==> src/pkg/scc_pkg.sv <==
package scc_pkg;
   // Chopper phase codes, Gray along on -> fast -> slow
   typedef enum logic [1:0] {
      SCC_ON   = 2'b00,
      SCC_FAST = 2'b01,
      SCC_SLOW = 2'b11
   } scc_phase_type;

   localparam int          SCC_PERIOD_W     = 12;
   // Default chopper period: 40 MHz / 1600 = 25 kHz
   localparam int          SCC_PERIOD_DEF   = 1600;
   // Fast decay share of the period without mixed decay (1/8)
   localparam int          SCC_FAST_SHIFT   = 3;
   localparam logic [1:0]  SCC_SYNC_RESET   = 2'b00;
endpackage

==> src/pkg/scc_bridge_if.sv <==
interface scc_bridge_if;
   logic       start;
   logic       polarity;
   logic       mixdecay_n;
   logic       at_target;
   logic [11:0] period;
   logic       high_first;
   logic       high_second;
   logic       low_first;
   logic       low_second;
   logic [1:0] phase;
   modport ctrl (output start, output polarity, output mixdecay_n, output at_target,
                 output period, input high_first, input high_second, input low_first,
                 input low_second, input phase);
   modport bridge (input start, input polarity, input mixdecay_n, input at_target,
                   input period, output high_first, output high_second,
                   output low_first, output low_second, output phase);
endinterface

==> src/scc_chopper.sv <==
module scc_chopper #(
   parameter logic [11:0] PERIOD = 12'(scc_pkg::SCC_PERIOD_DEF)
) (
   input  wire logic mclk,
   input  wire logic rst_n,
   input  wire logic ext_osc_select,
   input  wire logic chopper_osc_pin,
   input  wire logic coil_a_polarity,
   input  wire logic coil_b_polarity,
   input  wire logic coil_a_mixdecay_n,
   input  wire logic coil_b_mixdecay_n,
   input  wire logic coil_a_at_target,
   input  wire logic coil_b_at_target,
   output logic      bridge_a_high_first,
   output logic      bridge_a_high_second,
   output logic      bridge_a_low_first,
   output logic      bridge_a_low_second,
   output logic      bridge_b_high_first,
   output logic      bridge_b_high_second,
   output logic      bridge_b_low_first,
   output logic      bridge_b_low_second,
   output logic      osc_out
);
   scc_bridge_if bra ();
   scc_bridge_if brb ();
   logic [11:0] div;
   logic        osc;
   logic        osc_q;
   logic        ext_rise;
   logic        ext_fall;
   logic [11:0] ext_period;
   logic [11:0] ext_cnt;
   logic        osc_sel;
   logic [11:0] since_rise;

   // Internal oscillator: square wave with period PERIOD cycles
   always_ff @(posedge mclk or negedge rst_n) begin
      if (!rst_n) begin
         div <= 12'h000;
         osc <= 1'b0;
      end else if (div + 12'h001 >= (PERIOD >> 1)) begin
         div <= 12'h000;
         osc <= !osc;
      end else begin
         div <= div + 12'h001;
      end
   end

   // External square wave edge detection and period measurement
   always_ff @(posedge mclk or negedge rst_n) begin
      if (!rst_n) begin
         osc_q      <= 1'b0;
         ext_cnt    <= 12'h000;
         ext_period <= PERIOD;
      end else begin
         osc_q <= chopper_osc_pin;
         if (ext_rise) begin
            ext_cnt    <= 12'h000;
            // Saturate so a very slow clock never reads as period 0
            ext_period <= (ext_cnt == 12'hfff) ? ext_cnt : ext_cnt + 12'h001;
         end else if (ext_cnt != 12'hfff) begin
            ext_cnt <= ext_cnt + 12'h001;
         end
      end
   end
   assign ext_rise = chopper_osc_pin && !osc_q;
   assign ext_fall = !chopper_osc_pin && osc_q;
   // Chopper clock in use, shown on osc_out
   assign osc_sel  = ext_osc_select ? chopper_osc_pin : osc;

   // Bridge A on rising edge, B on falling edge
   logic int_rise;
   logic int_fall;
   assign int_rise = osc == 1'b0 && div + 12'h001 >= (PERIOD >> 1);
   assign int_fall = osc == 1'b1 && div + 12'h001 >= (PERIOD >> 1);
   assign bra.start      = ext_osc_select ? ext_rise : int_rise;
   assign brb.start      = ext_osc_select ? ext_fall : int_fall;
   assign bra.period     = ext_osc_select ? ext_period : PERIOD;
   assign brb.period     = ext_osc_select ? ext_period : PERIOD;
   assign bra.polarity   = coil_a_polarity;
   assign brb.polarity   = coil_b_polarity;
   assign bra.mixdecay_n = coil_a_mixdecay_n;
   assign brb.mixdecay_n = coil_b_mixdecay_n;
   assign bra.at_target  = coil_a_at_target;
   assign brb.at_target  = coil_b_at_target;

   scc_bridge u_a (.mclk(mclk), .rst_n(rst_n), .br(bra));
   scc_bridge u_b (.mclk(mclk), .rst_n(rst_n), .br(brb));

   // Registered switch outputs
   always_ff @(posedge mclk or negedge rst_n) begin
      if (!rst_n) begin
         bridge_a_high_first  <= 1'b0;
         bridge_a_high_second <= 1'b0;
         bridge_a_low_first   <= 1'b0;
         bridge_a_low_second  <= 1'b0;
         bridge_b_high_first  <= 1'b0;
         bridge_b_high_second <= 1'b0;
         bridge_b_low_first   <= 1'b0;
         bridge_b_low_second  <= 1'b0;
         osc_out              <= 1'b0;
      end else begin
         bridge_a_high_first  <= bra.high_first;
         bridge_a_high_second <= bra.high_second;
         bridge_a_low_first   <= bra.low_first;
         bridge_a_low_second  <= bra.low_second;
         bridge_b_high_first  <= brb.high_first;
         bridge_b_high_second <= brb.high_second;
         bridge_b_low_first   <= brb.low_first;
         bridge_b_low_second  <= brb.low_second;
         osc_out              <= osc_sel;
      end
   end

   // Cycles since the internal rise; B must start half a period later
   always_ff @(posedge mclk or negedge rst_n) begin
      if (!rst_n) begin
         since_rise <= 12'hfff;
      end else if (int_rise) begin
         since_rise <= 12'h000;
      end else if (since_rise != 12'hfff) begin
         since_rise <= since_rise + 12'h001;
      end
   end
endmodule

==> src/scc_bridge.sv <==
module scc_bridge (
   input  wire logic    mclk,
   input  wire logic    rst_n,
   scc_bridge_if.bridge br
);
   scc_pkg::scc_phase_type phase;
   logic [11:0]            count;
   logic [11:0]            on_len;
   logic                   pol_q;
   logic                   pol_change;
   logic [11:0]            fast_len;
   logic [11:0]            base_fast;

   assign pol_change = br.polarity != pol_q;
   // Base fast decay share of period
   assign base_fast  = br.period >> scc_pkg::SCC_FAST_SHIFT;
   // Mixed decay: fast decay shrinks as on time grows
   always_comb begin
      if (br.mixdecay_n) begin
         fast_len = base_fast;
      end else if (on_len >= base_fast) begin
         fast_len = 12'h001;
      end else begin
         fast_len = base_fast - on_len;
      end
   end

   // Previous polarity for change detection
   always_ff @(posedge mclk or negedge rst_n) begin
      if (!rst_n) pol_q <= 1'b0;
      else pol_q <= br.polarity;
   end

   // Phase sequencing per chopper period
   always_ff @(posedge mclk or negedge rst_n) begin
      if (!rst_n) begin
         phase  <= scc_pkg::SCC_ON;
         count  <= 12'h000;
         on_len <= 12'h000;
      end else if (pol_change || br.start) begin
         phase <= scc_pkg::SCC_ON;
         count <= 12'h000;
      end else begin
         if (count != 12'hfff) count <= count + 12'h001;
         unique case (phase)
            scc_pkg::SCC_ON: if (br.at_target || count + 12'h001 >= br.period) begin
               phase  <= scc_pkg::SCC_FAST;
               on_len <= count;
            end
            scc_pkg::SCC_FAST: if (count >= on_len + fast_len) begin
               phase <= scc_pkg::SCC_SLOW;
            end
            scc_pkg::SCC_SLOW: ;
         endcase
      end
   end

   // Switch pattern; low polarity drives first output high
   always_comb begin
      br.high_first  = phase == scc_pkg::SCC_ON && !br.polarity;
      br.high_second = phase == scc_pkg::SCC_ON && br.polarity;
      br.low_first   = phase == scc_pkg::SCC_SLOW
                       || (phase != scc_pkg::SCC_SLOW && br.polarity);
      br.low_second  = phase == scc_pkg::SCC_SLOW
                       || (phase != scc_pkg::SCC_SLOW && !br.polarity);
   end
   assign br.phase = phase;
endmodule

==> config.mk <==
export PLATFORM = sky130hd
export DESIGN_NAME = scc_chopper
export DESIGN_NICKNAME = d
export VERILOG_FILES = /design/src/pkg/scc_pkg.sv /design/src/pkg/scc_bridge_if.sv /design/src/scc_chopper.sv /design/src/scc_bridge.sv
export SDC_FILE = /design/constraint.sdc
export NUM_CORES = 1
export LEC_CHECK = 0
export BUFFER_PORTS_ARGS = -buffer_cell sky130_fd_sc_hd__buf_2
export CORE_UTILIZATION = 65
export CTS_CLUSTER_SIZE = 25
export DETAILED_ROUTE_END_ITERATION = 8
export PLACE_DENSITY = 0.82
export SLEW_MARGIN = 15
export SYNTH_ARGS = -nofsm -noshare
export SYNTH_HDL_FRONTEND = slang
export SYNTH_HIERARCHICAL = 1
export SYNTH_SLANG_ARGS = --single-unit
==> constraint.sdc <==
create_clock -name mclk -period 10.5 [get_ports mclk]
set_input_delay 0.525 -clock mclk [delete_from_list [all_inputs] [get_ports mclk]]
set_output_delay 0.525 -clock mclk [all_outputs]
set_load 0.02 [all_outputs]
[After elaboration in Yosys (flattened, before gate mapping)]
Cells that the tools add are included.
Operators by class
  $add $sub $neg: 8
  magnitude comparators: 7
  eq/ne operators: 16
  mux-type cells: 24
  bitwise gates (word level): 3
  reductions and logical operators: 36
Operator list (count)
  $mux W12: 13
  $add A12 B1 Y12 const B: 4
  $ge A12 B12 Y1: 4
  $ne A12 B12 Y1 const B: 3
  $add A12 B12 Y12: 2
  $ge A12 B9 Y1: 2
  $sub A9 B12 Y12: 2
  $eq A12 B12 Y1 const B: 1
  $ge A12 B10 Y1 const B: 1
  $logic_and A1 B1 Y1: 12
  $mux W2: 6
  $ne A3 B1 Y1 const B: 4
  $reduce_and A3 Y1: 4
  $logic_or A1 B1 Y1: 8
  $pmux W2 S2: 2
  $reduce_bool A2 Y1: 3
  $reduce_bool A3 Y1: 2
  $logic_not A1 Y1: 5
  $eq A2 B1 Y1 const B: 2
  $eq A2 B2 Y1 const B: 2
  $logic_not A2 Y1: 2
  $ne A2 B2 Y1 const B: 2
  $mux W1: 3
  $not A1 Y1: 3
  $ne A1 B1 Y1: 2
Storage, ports and cells
  bits in registers: 101
  input port bits: 10
  output and inout port bits: 9

[Depth between registers and ports, before layout]
Gate-level depths: netlist of the first run.
  word-level depth: 9
  depth in mapped cells: 26

[By module]
The synthesis of the first run kept the hierarchy.
Modules (own cells, without submodules)
  scc_bridge at u_a: instances 1, cells an instance 319, area an instance 2826.5 sq um
  scc_bridge at u_b: instances 1, cells an instance 309, area an instance 2791.4 sq um
  scc_chopper: instances 1, cells an instance 201, area an instance 2099.5 sq um

[Worst setup path before layout of the first run]
OpenSTA, ideal clock, no wires.
  kind: input to register
  from: input port ext_osc_select
  to: register u_b.phase[0] (netlist: u_b/br.phase[0])
  library setup time: 0.120 ns
  arrival: 5.259 ns
  slack: 5.121 ns
  stages: 24
  path buffers: 1
  cells stage by stage: clkbuf_1 and2_1 inv_1 ha_1 inv_1 fa_1 a211oi_1 nor3_1 o221a_2 o21a_1 a22o_1 ha_1 nor2b_1 o21ai_0 a21oi_1 o41ai_1 nand2_1 o211a_1 ha_1 nor2b_1 o21ai_0 o21ai_0 or4_1 a31o_2
Between the ends
  cells in the longest elaborated chain, start to end: 8
  elaborated cells on any way between the ends: 16
  classes of those cells: add/sub (2); order compare (3); eq/ne (2); mux (5); reduce/logical (4)
Ends and longest elaborated chain
  start, declared: line scc_chopper.sv:6  | input wire logic ext_osc_select,
  $mux W12 (*)
  named net bra.period[3]: line scc_bridge_if.sv:6  | logic [11:0] period;
  $sub A9 B12 Y12 / $ge A12 B9 Y1 (equally long branches): line scc_bridge.sv:24, scc_bridge.sv:21
  $mux W12: line scc_bridge.sv:21  | end else if (on_len >= base_fast) begin
  $mux W12: line scc_bridge.sv:19  | if (br.mixdecay_n) begin
  $add A12 B12 Y12: line scc_bridge.sv:50  | scc_pkg::SCC_FAST: if (count >= on_len + fast_len) begin
  $ge A12 B12 Y1: line scc_bridge.sv:50
  $ne A3 B1 Y1 (no source line)
  $reduce_and A3 Y1 (no source line) (*)
  end signal, assigned: line scc_bridge.sv:41  | phase <= scc_pkg::SCC_ON;
  end signal, assigned: line scc_bridge.sv:47  | phase <= scc_pkg::SCC_FAST;
  end signal, assigned: line scc_bridge.sv:51  | phase <= scc_pkg::SCC_SLOW;
  end, declared: line scc_bridge.sv:6  | scc_pkg::scc_phase_type phase;
Mark *: on every way through the listed nets, which the timed path passes. The rest lies on a longest branch.
A chain may end at the register's enable or synchronous reset.

[Worst setup path after layout of the first run]
  from: register ext_period[3]
  to: register u_b.phase[0] (netlist: u_b/br.phase[0])
Between the ends
  cells in the longest elaborated chain, start to end: 8
  elaborated cells on any way between the ends: 12
  classes of those cells: add/sub (2); order compare (3); eq/ne (2); mux (3); reduce/logical (2)
Ends and longest elaborated chain
  start, declared: line scc_chopper.sv:31  | logic [11:0] ext_period;
  start signal, assigned: line scc_chopper.sv:60  | ext_period <= (ext_cnt == 12'hfff) ? ext_cnt : ext_cnt + 12'h001;
  $mux W12 (*)
  named net bra.period[3]: line scc_bridge_if.sv:6
  $sub A9 B12 Y12 / $ge A12 B9 Y1 (equally long branches): line scc_bridge.sv:24, scc_bridge.sv:21
  $mux W12: line scc_bridge.sv:21
  $mux W12: line scc_bridge.sv:19
  $add A12 B12 Y12: line scc_bridge.sv:50
  $ge A12 B12 Y1: line scc_bridge.sv:50
  $ne A3 B1 Y1 (no source line)
  $reduce_and A3 Y1 (no source line) (*)
Marks and branches as above.

==> qor.yml, run 1 <==
vias_per_cell: 6.191
grt_util_met2_pct: 50.02
dr.first_iter.drc_count: 450
r2r_cells: 23
use_met1_pct: 39.07
fin_tns_setup_ps: 0
p_comb_share_pct: 34.1
setup.worst_path.end: "u_b/br.phase[0]"
outcome: "finished clean"
fmax_ghz: 0.1749
cts_repair_resize_count: 0
dpl.hpwl_microns: 12730
r2r_slack_ps: 4780
hold_viol_final: 0
rsz0062_at_grt: "false"
setup_viol: 0
total_power_mw: 1.217
arrival_ps: 5960
required_ps: 10740
synth_warnings: 6
holdBufCountCts: 0
final_cell_mix: "dfrtp_1 (98), ha_1 (92), inv_1 (76)"
antenna_left: 0
cts-root-buf: "clkbuf_16"
rows: 39
drv_cap: 0
crit_path_end_kind: "flip-flop"
area.growth.synth_to_final_pct: 6.436
ys_top_cells_by_area: "dfrtp_1 (32%), ha_1 (15%), xnor2_1 (4.5%)"
drc: 0
yosysTopAreaCell: "dfrtp_1"
peakVddDrop_uv: 116.4
hold_path.class: "input pin to asynchronous set/reset pin"
finClkSkew_ps: 9.297
grt_first_pass_wirelength_microns: 29470
cp-start-kind: "flip-flop"
p_sw_mw: 0.4090
yosysTopAreaCellShare_pct: 31.78
min_period_over_period_pct: 54.44
power.density_nw_per_um2: 148.1
synth_top_flop_cell: "dfrtp_1"
wl_per_cell_microns: 17.26
core_area_sq_um: 11520
ys_seq_elements: 101
die_height_microns: 111.0
diodes: 0
grt.busiest_layer: "met2"
synth_edf_count: 0
r2r-start: "ext_period[3]"
final_net_count: 951
worst_slew_pin_slew_ps: 894.3
avgSynthCellArea_sq_um: 9.309
post-route-min-period_ps: 5717
die_w_microns: 111.0
clock_sinks: 101
ys_seq_area_share_pct: 32.80
tritoncts: "done"
mostFrequentLayoutCell: "dfrtp_1"
drive_gt1_share_pct: 8.706
syn_area_sq_um: 7717
seqPwrFrac_pct: 37.5
insertion_delay_ps: 360
io_pins: 19
switching_share_pct: 33.62
routabilityCongestion: 0.8607
cts_buffers: 9
synth_cells: 829
synth.distinct_cells: 66
ctsLongestPathBuffers: 2
antenna_found_initial: 0
cts_setup_buffers: 0
crit_fanout: 6
track_usage_pct: 30.01
grt_max_degree: 53
p_leak_nw: 3.982
die-area_sq_um: 12310
portBuffers: 18
firstDrtPassIters: 5
htreeDepth: 3
report.final.slew_viol_count: 0
met3_usage_pct: 4.975
path_clk_slew_ps: 70
cp-startpoint: "ext_period[3]"
vias: 6148
start_util_pct: 67.01
async_reset_ff_share_pct: 100.0
grt_pass1_vias: 6187
grt_overflow: 0
relSlewSlack_pct: 40.38
r2r_end: "u_b/br.phase[0]"
critical_path_class: "flip-flop to flip-flop"
clkPwrFrac_pct: 28.4
routed_wl_microns: 17140
p_int_mw: 0.8075
-- how the worst min path moves through the flow --
stage / to / depth (start not counted) / from
4_1_cts: u_b/pol_q / 1 / rst_n
3_3_place_gp: ext_period[7] / 2 / ext_period[7]
5_1_grt: ext_cnt[6] / 1 / rst_n
3_5_place_dp: ext_period[11] / 2 / ext_period[11]
2_1_floorplan: bridge_a_high_first / 0 / rst_n
6_report: u_b/pol_q / 1 / rst_n
-- critical path, cell delays in order, from the launching register on --
cell,delay [ps]
dfrtp_1,390
and2_1,180
inv_1,130
ha_1,180
inv_1,50
fa_1,420
a211oi_1,380
nor3_1,120
o221a_2,290
o21a_1,250
a22o_1,210
ha_1,330
nor2b_1,140
o21ai_0,240
a21oi_1,130
o41ai_1,510
nand2_1,100
o211a_1,160
ha_1,290
nor2b_1,140
o21ai_0,130
o21ai_0,100
or4_1,500
a31o_2,260
-- routing by layer --
metal  routed length [microns]  vias up
met5                         0        -
met4                       368        0
met3                       904       27
met2                      8367      184
met1                      7499     2968
li1                          -     2969
-- logic make-up (layout without fill, tap and decap cells) --
logic type / Yosys count / count (layout) / share of synthesized area [%]
AOI/OAI and AO/OA: 189 / 189 / 16.28
xor gates and xnor gates: 70 / 70 / 8.042
adders and majority gates: 96 / 96 / 15.95
buffers and inverters: 92 / 112 / 5.075
DFF: 101 / 101 / 32.80
muxes: 30 / 30 / 5.253
other: 3 / 4 / 0.1459
and+or+nand+nor: 248 / 248 / 16.46
-- cells in the mapped netlist (5+ instances only) --
| cell type | instances |
|---|---|
| nor2_1 | 65 |
| and3_1 | 9 |
| and2_1 | 12 |
| nand3_1 | 22 |
| nor3_1 | 22 |
| nand4_1 | 14 |
| nor4_1 | 6 |
| nand2b_1 | 21 |
| a22o_1 | 12 |
| a211oi_1 | 14 |
| ha_1 | 92 |
| inv_1 | 76 |
| xor2_1 | 29 |
| mux2i_1 | 6 |
| a21oi_1 | 51 |
| dfrtp_1 | 98 |
| a21o_1 | 23 |
| clkbuf_1 | 11 |
| o21ai_0 | 45 |
| nor2b_1 | 14 |
| o21a_1 | 5 |
| xnor2_1 | 40 |
| a211o_1 | 5 |
| mux2_4 | 20 |
| nand2_1 | 45 |
-- sequential cells by signal (all words and copies together), names as in the netlist, 2 cells and up --
| register | count |
|---|---|
| u_a/on_len | 12 |
| u_a/count | 12 |
| u_a/br.phase | 2 |
| u_b/br.phase | 2 |
| ext_period | 12 |
| div | 12 |
| u_b/on_len | 12 |
| u_b/count | 12 |
| ext_cnt | 12 |
-- per-stage QoR --
step / utilization [%] / cells / instance area (sq um) / hold slack, ps / setup WS (ps)
finish: 71.33 / 993 / 8214 / 203.9 / 4783
global route: 71.33 / 993 / 8214 / 253.1 / 4359
CTS: 71.33 / 993 / 8214 / 218.8 / 4840
detailed placement: 68.61 / 977 / 7901 / 465.6 / 4537
global placement: 68.61 / 977 / 7901 / 461.7 / 4724
floorplan: - / 830 / 7721 / 229.4 / 5121
-- cell type report --
class | count | area [sq um]
Tap cell | 143 | 178.9
Timing Repair Buffer | 20 | 107.6
Multi-Input combinational cell | 637 | 4798
Sequential cell | 101 | 2531
Fill cell | 836 | 3302
Inverter | 76 | 285.3
Clock buffer | 12 | 256.5
Clock inverter | 4 | 56.30
-- power by group through the flow --
stage	clock network (mW)	logic [mW]	registers, mW
after floorplan	0	0.307	0.460
after global placement	0	0.386	0.460
after detailed placement	0	0.402	0.463
after CTS	0.352	0.410	0.456
after global routing	0.366	0.465	0.461
final	0.345	0.415	0.456
Power figures use the tool's default switching activity.
==> run 2: changes to the inputs <==
Settings changed: CORE_UTILIZATION 65 to 64, PLACE_DENSITY 0.82 to 0.81.
Clock period 10.5 ns to 5.75 ns, I/O delays scaled along.
==> qor.yml, run 2 (synthesis results as in run 1) <==
track_usage_pct: 31.13
die_w_microns: 111.8
grt_max_degree: 74
clock_sinks: 101
instances_no_fill: 1003
final_cell_mix: "dfrtp_1 (98), ha_1 (91), inv_1 (75)"
insertion_delay_ps: 350
antenna_left: 0
min_period_over_period_pct: 96.40
outcome: "finished clean"
fmax_ghz: 0.1804
crit_path_end_kind: "flip-flop"
cts-root-buf: "clkbuf_16"
peakVddDrop_uv: 210.6
grt_pass1_vias: 6572
drc: 0
tritoncts: "done"
setup_viol: 0
vias: 6295
firstDrtPassIters: 5
drv_cap: 0
crit_fanout: 6
cp-startpoint: "ext_period[3]"
portBuffers: 18
place_inst: 985
routed_wl_microns: 18230
post-route-min-period_ps: 5543
fill_cells: 846
path_clk_slew_ps: 70
met3_usage_pct: 3.974
routabilityCongestion: 0.9087
vias_per_cell: 6.276
start_util_pct: 66.73
p_leak_nw: 4.046
required_ps: 5990
core_area_sq_um: 11560
diodes: 0
cpMaxStageDelayCell: "or4_1"
rows: 39
die_height_microns: 111.8
cp-start-kind: "flip-flop"
drive_gt1_share_pct: 10.47
dpl.hpwl_microns: 13430
r2r-start: "ext_period[3]"
grt_util_met2_pct: 52.17
antenna_found_initial: 0
total_power_mw: 2.242
final_net_count: 961
hold_path.class: "input pin to flip-flop"
slowest_delay_ps: 530
dr.first_iter.drc_count: 603
report.final.slew_viol_count: 0
relSlewSlack_pct: 39.14
cp_top_family: "compound AO/OA/AOI/OAI gates"
wl_per_cell_microns: 18.18
grt_first_pass_wirelength_microns: 30900
area.growth.synth_to_final_pct: 7.879
io_pins: 19
htreeDepth: 3
arrival_ps: 5780
use_met1_pct: 39.84
crit_buf_inv: 4
worst_hold_startpoint: "chopper_osc_pin"
cts_buffers: 9
worst_slew_pin_slew_ps: 912.9
power.density_nw_per_um2: 269.4
hold_viol_final: 0
finClkSkew_ps: 4.406
critical_path_class: "flip-flop to flip-flop"
grt.busiest_layer: "met2"
mostFrequentLayoutCell: "dfrtp_1"
die-area_sq_um: 12500
ctsLongestPathBuffers: 2
grt_overflow: 0
-- run 2: final cells by class --
| class | instances | area (sq um) | share of cell area, % |
|---|---|---|---|
| well taps | 143 | 178.9 | 2.149 |
| flip-flops and latches | 101 | 2531 | 30.40 |
| inverters | 76 | 285.3 | 3.427 |
| clock buffers | 12 | 256.5 | 3.081 |
| repair buffers | 30 | 185.2 | 2.224 |
| multi-input cells | 637 | 4836 | 58.09 |
| clock inverters | 4 | 52.55 | 0.6312 |
-- run 2: metal layers --
layer	share of wire, %	routed length (microns)
met5	0	0
met4	3.7	682
met2	48	8760
met3	4.9	894
met1	43	7893
-- run 2: timing repair --
| action | in CTS | in global routing |
|---|---|---|
| pin swaps | 0 | 3 |
| gates resized for setup | 1 | 9 |
| setup endpoints to repair | 2 | 2 |
| gates cloned | 0 | 0 |
| hold endpoints to repair | 28 | 0 |
| hold buffers | 1 | 0 |
| setup buffers | 0 | 1 |
-- run 2: power breakdown --
group	switching [mW]	internal [mW]
Clock	0.266	0.364
Sequential	0.0654	0.773
Combinational	0.429	0.346
Total	0.760	1.48
-- run 2: worst paths after layout --
kind,to,slack [ps],cells after the start
max reg2reg,u_b/br.phase[0],210,26
min reg2reg,ext_period[11],470,2
max in group asynchronous,bridge_a_high_first,4100,3
max,u_b/br.phase[0],210,26
min,osc_q,100,1
min in group asynchronous,u_b/pol_q,400,2
-- run 2: per-stage QoR --
stage | worst slack, ps | util [%] | hold WS [ps] | TNS, ps | cell area [sq um]
6_report | 206.9 | 71.99 | 100.8 | 0 | 8325
5_1_grt | -12.64 | 71.99 | 107.7 | -12.64 | 8325
4_1_cts | 24.57 | 71.67 | 97.24 | 0 | 8288
3_5_place_dp | 10.31 | 68.84 | 238.9 | 0 | 7961
3_3_place_gp | 263.7 | 68.84 | 225.6 | 0 | 7961
2_1_floorplan | 608.2 | - | -8.091 | 0 | 7721
==> run 3: changes to the inputs <==
Settings changed: CELL_PAD_IN_SITES_DETAIL_PLACEMENT set to 1, CELL_PAD_IN_SITES_GLOBAL_PLACEMENT set to 2, CORE_UTILIZATION 64 to 41, CTS_BUF_LIST set to sky130_fd_sc_hd__clkbuf_16.
==> qor.yml, run 3 (synthesis results as in run 1) <==
outcome: "finished clean"
required_ps: 6000
cp-startpoint: "ext_period[3]"
rows: 49
finClkSkew_ps: 7.028
die_height_microns: 139.2
min_period_over_period_pct: 94.85
vias: 6114
die_w_microns: 139.2
tritoncts: "done"
portBuffers: 18
worst_hold_startpoint: "chopper_osc_pin"
r2r-start: "ext_period[3]"
antenna_found_initial: 0
p_leak_nw: 4.047
cts_setup_buffers: 0
hold_ws_ps: 107.4
setup.worst_path.end: "u_b/br.phase[0]"
insertion_delay_ps: 350
slowest_delay_ps: 500
vias_per_cell: 5.599
core_area_sq_um: 18210
cp_top_family: "compound AO/OA/AOI/OAI gates"
die-area_sq_um: 19380
mostFrequentLayoutCell: "dfrtp_1"
hold_viol_final: 0
dr.first_iter.drc_count: 250
fmax_ghz: 0.1833
path_clk_slew_ps: 70
cp-start-kind: "flip-flop"
cts-root-buf: "clkbuf_16"
power.density_nw_per_um2: 266.9
grt_pass1_vias: 6604
crit_path_end_kind: "flip-flop"
diodes: 0
area.growth.synth_to_final_pct: 9.290
report.final.slew_viol_count: 0
final_cell_mix: "dfrtp_1 (98), ha_1 (91), inv_1 (77)"
routed_wl_microns: 20270
r2r_cells: 24
peakVddDrop_uv: 185.0
r2r_slack_ps: 300
relSlewSlack_pct: 39.58
crit_cells: 24
grt_max_degree: 69
cpMostUsedCell: "inv_1"
ctsLongestPathBuffers: 2
critical_path_class: "flip-flop to flip-flop"
clock_sinks: 101
fin_util_pct: 46.32
crit_buf_inv: 3
antenna_left: 0
ff_latch_area_sq_um: 2531
drv_cap: 0
fill_cells: 2125
hold_path.class: "input pin to flip-flop"
final_net_count: 964
routabilityCongestion: 0.8348
rsz0062_at_grt: "false"
worstPathCellList: "and2_1 -> inv_1 -> ha_1 -> inv_1 -> fa_1 -> a211oi_2 -> nor3_1 -> o221a_2 -> o21a_2 -> a22oi_1 -> ha_2 -> inv_1 -> fa_1 -> nor2b_1 -> o21ai_1 -> a21oi_2 -> o41ai_2 -> o211a_1 -> ha_1 -> nor2b_1 -> o21ai_0 -> o21ai_0 -> or4_1 -> a31o_2"
dpl.hpwl_microns: 15940
grt_first_pass_wirelength_microns: 33890
track_usage_pct: 22.21
post-route-min-period_ps: 5454
firstDrtPassIters: 4
wl_per_cell_microns: 18.57
drc: 0
io_pins: 19
cpMaxStageDelayCell: "or4_1"
drive_gt1_share_pct: 10.54
setup_viol: 0
multi_input_area_sq_um: 4823
arrival_ps: 5700
crit_fanout: 6
cts_buffers: 9
r2r_end: "u_b/br.phase[0]"
grt_overflow: 0
htreeDepth: 3
worst_slew_pin_slew_ps: 906.3
start_util_pct: 42.38
## run 3: power breakdown
part | internal [mW] | switching (mW) | total, mW
clock network | 0.341 | 0.282 | 0.623
registers | 0.772 | 0.0661 | 0.838
logic | 0.348 | 0.441 | 0.789
total | 1.46 | 0.790 | 2.25
## run 3: worst min-delay path by stage
stage,endpoint,slack (ps),depth (start not counted)
3_3_place_gp,ext_cnt[0],260,1
6_report,osc_q,110,1
5_1_grt,osc_q,90,1
3_5_place_dp,ext_cnt[1],260,1
2_1_floorplan,bridge_a_high_first,-8,0
4_1_cts,osc_q,90,1
## run 3: final cells by class
class	instances	share of cell area [%]
Multi-Input combinational cell	637	57.19
Sequential cell	101	30.01
Tap cell	229	3.397
Inverter	76	3.382
Clock buffer	9	2.670
Timing Repair Buffer	33	2.463
Clock inverter	7	0.8901
## run 3: timing repair
| item | 4_1_cts | 5_1_grt |
|---|---|---|
| hold endpoints to repair | 33 | 0 |
| gates resized for setup | 1 | 7 |
| pin swaps | 0 | 3 |
| hold buffers | 1 | 0 |
| endpoints found under the setup margin | 1 | 2 |
## run 3: metal layers
metal	global-route usage, %	vias up	wire length [microns]
li1	-	2991	-
met1	29.44	3053	9814
met2	37.59	52	9653
met3	3.833	18	559
met4	5.439	0	244
met5	0	-	0
## run 3: per-stage QoR
step	setup slack [ps]	setup TNS (ps)	cells	area [sq um]	power, mW
5_1_grt	9.459	0	1092	8434	2.393
3_3_place_gp	221.7	0	1075	8099	1.592
3_5_place_dp	-29.65	-29.65	1075	8099	1.633
4_1_cts	116.8	0	1092	8417	2.271
2_1_floorplan	608.2	0	830	7721	1.400
6_report	295.9	0	1092	8434	2.251
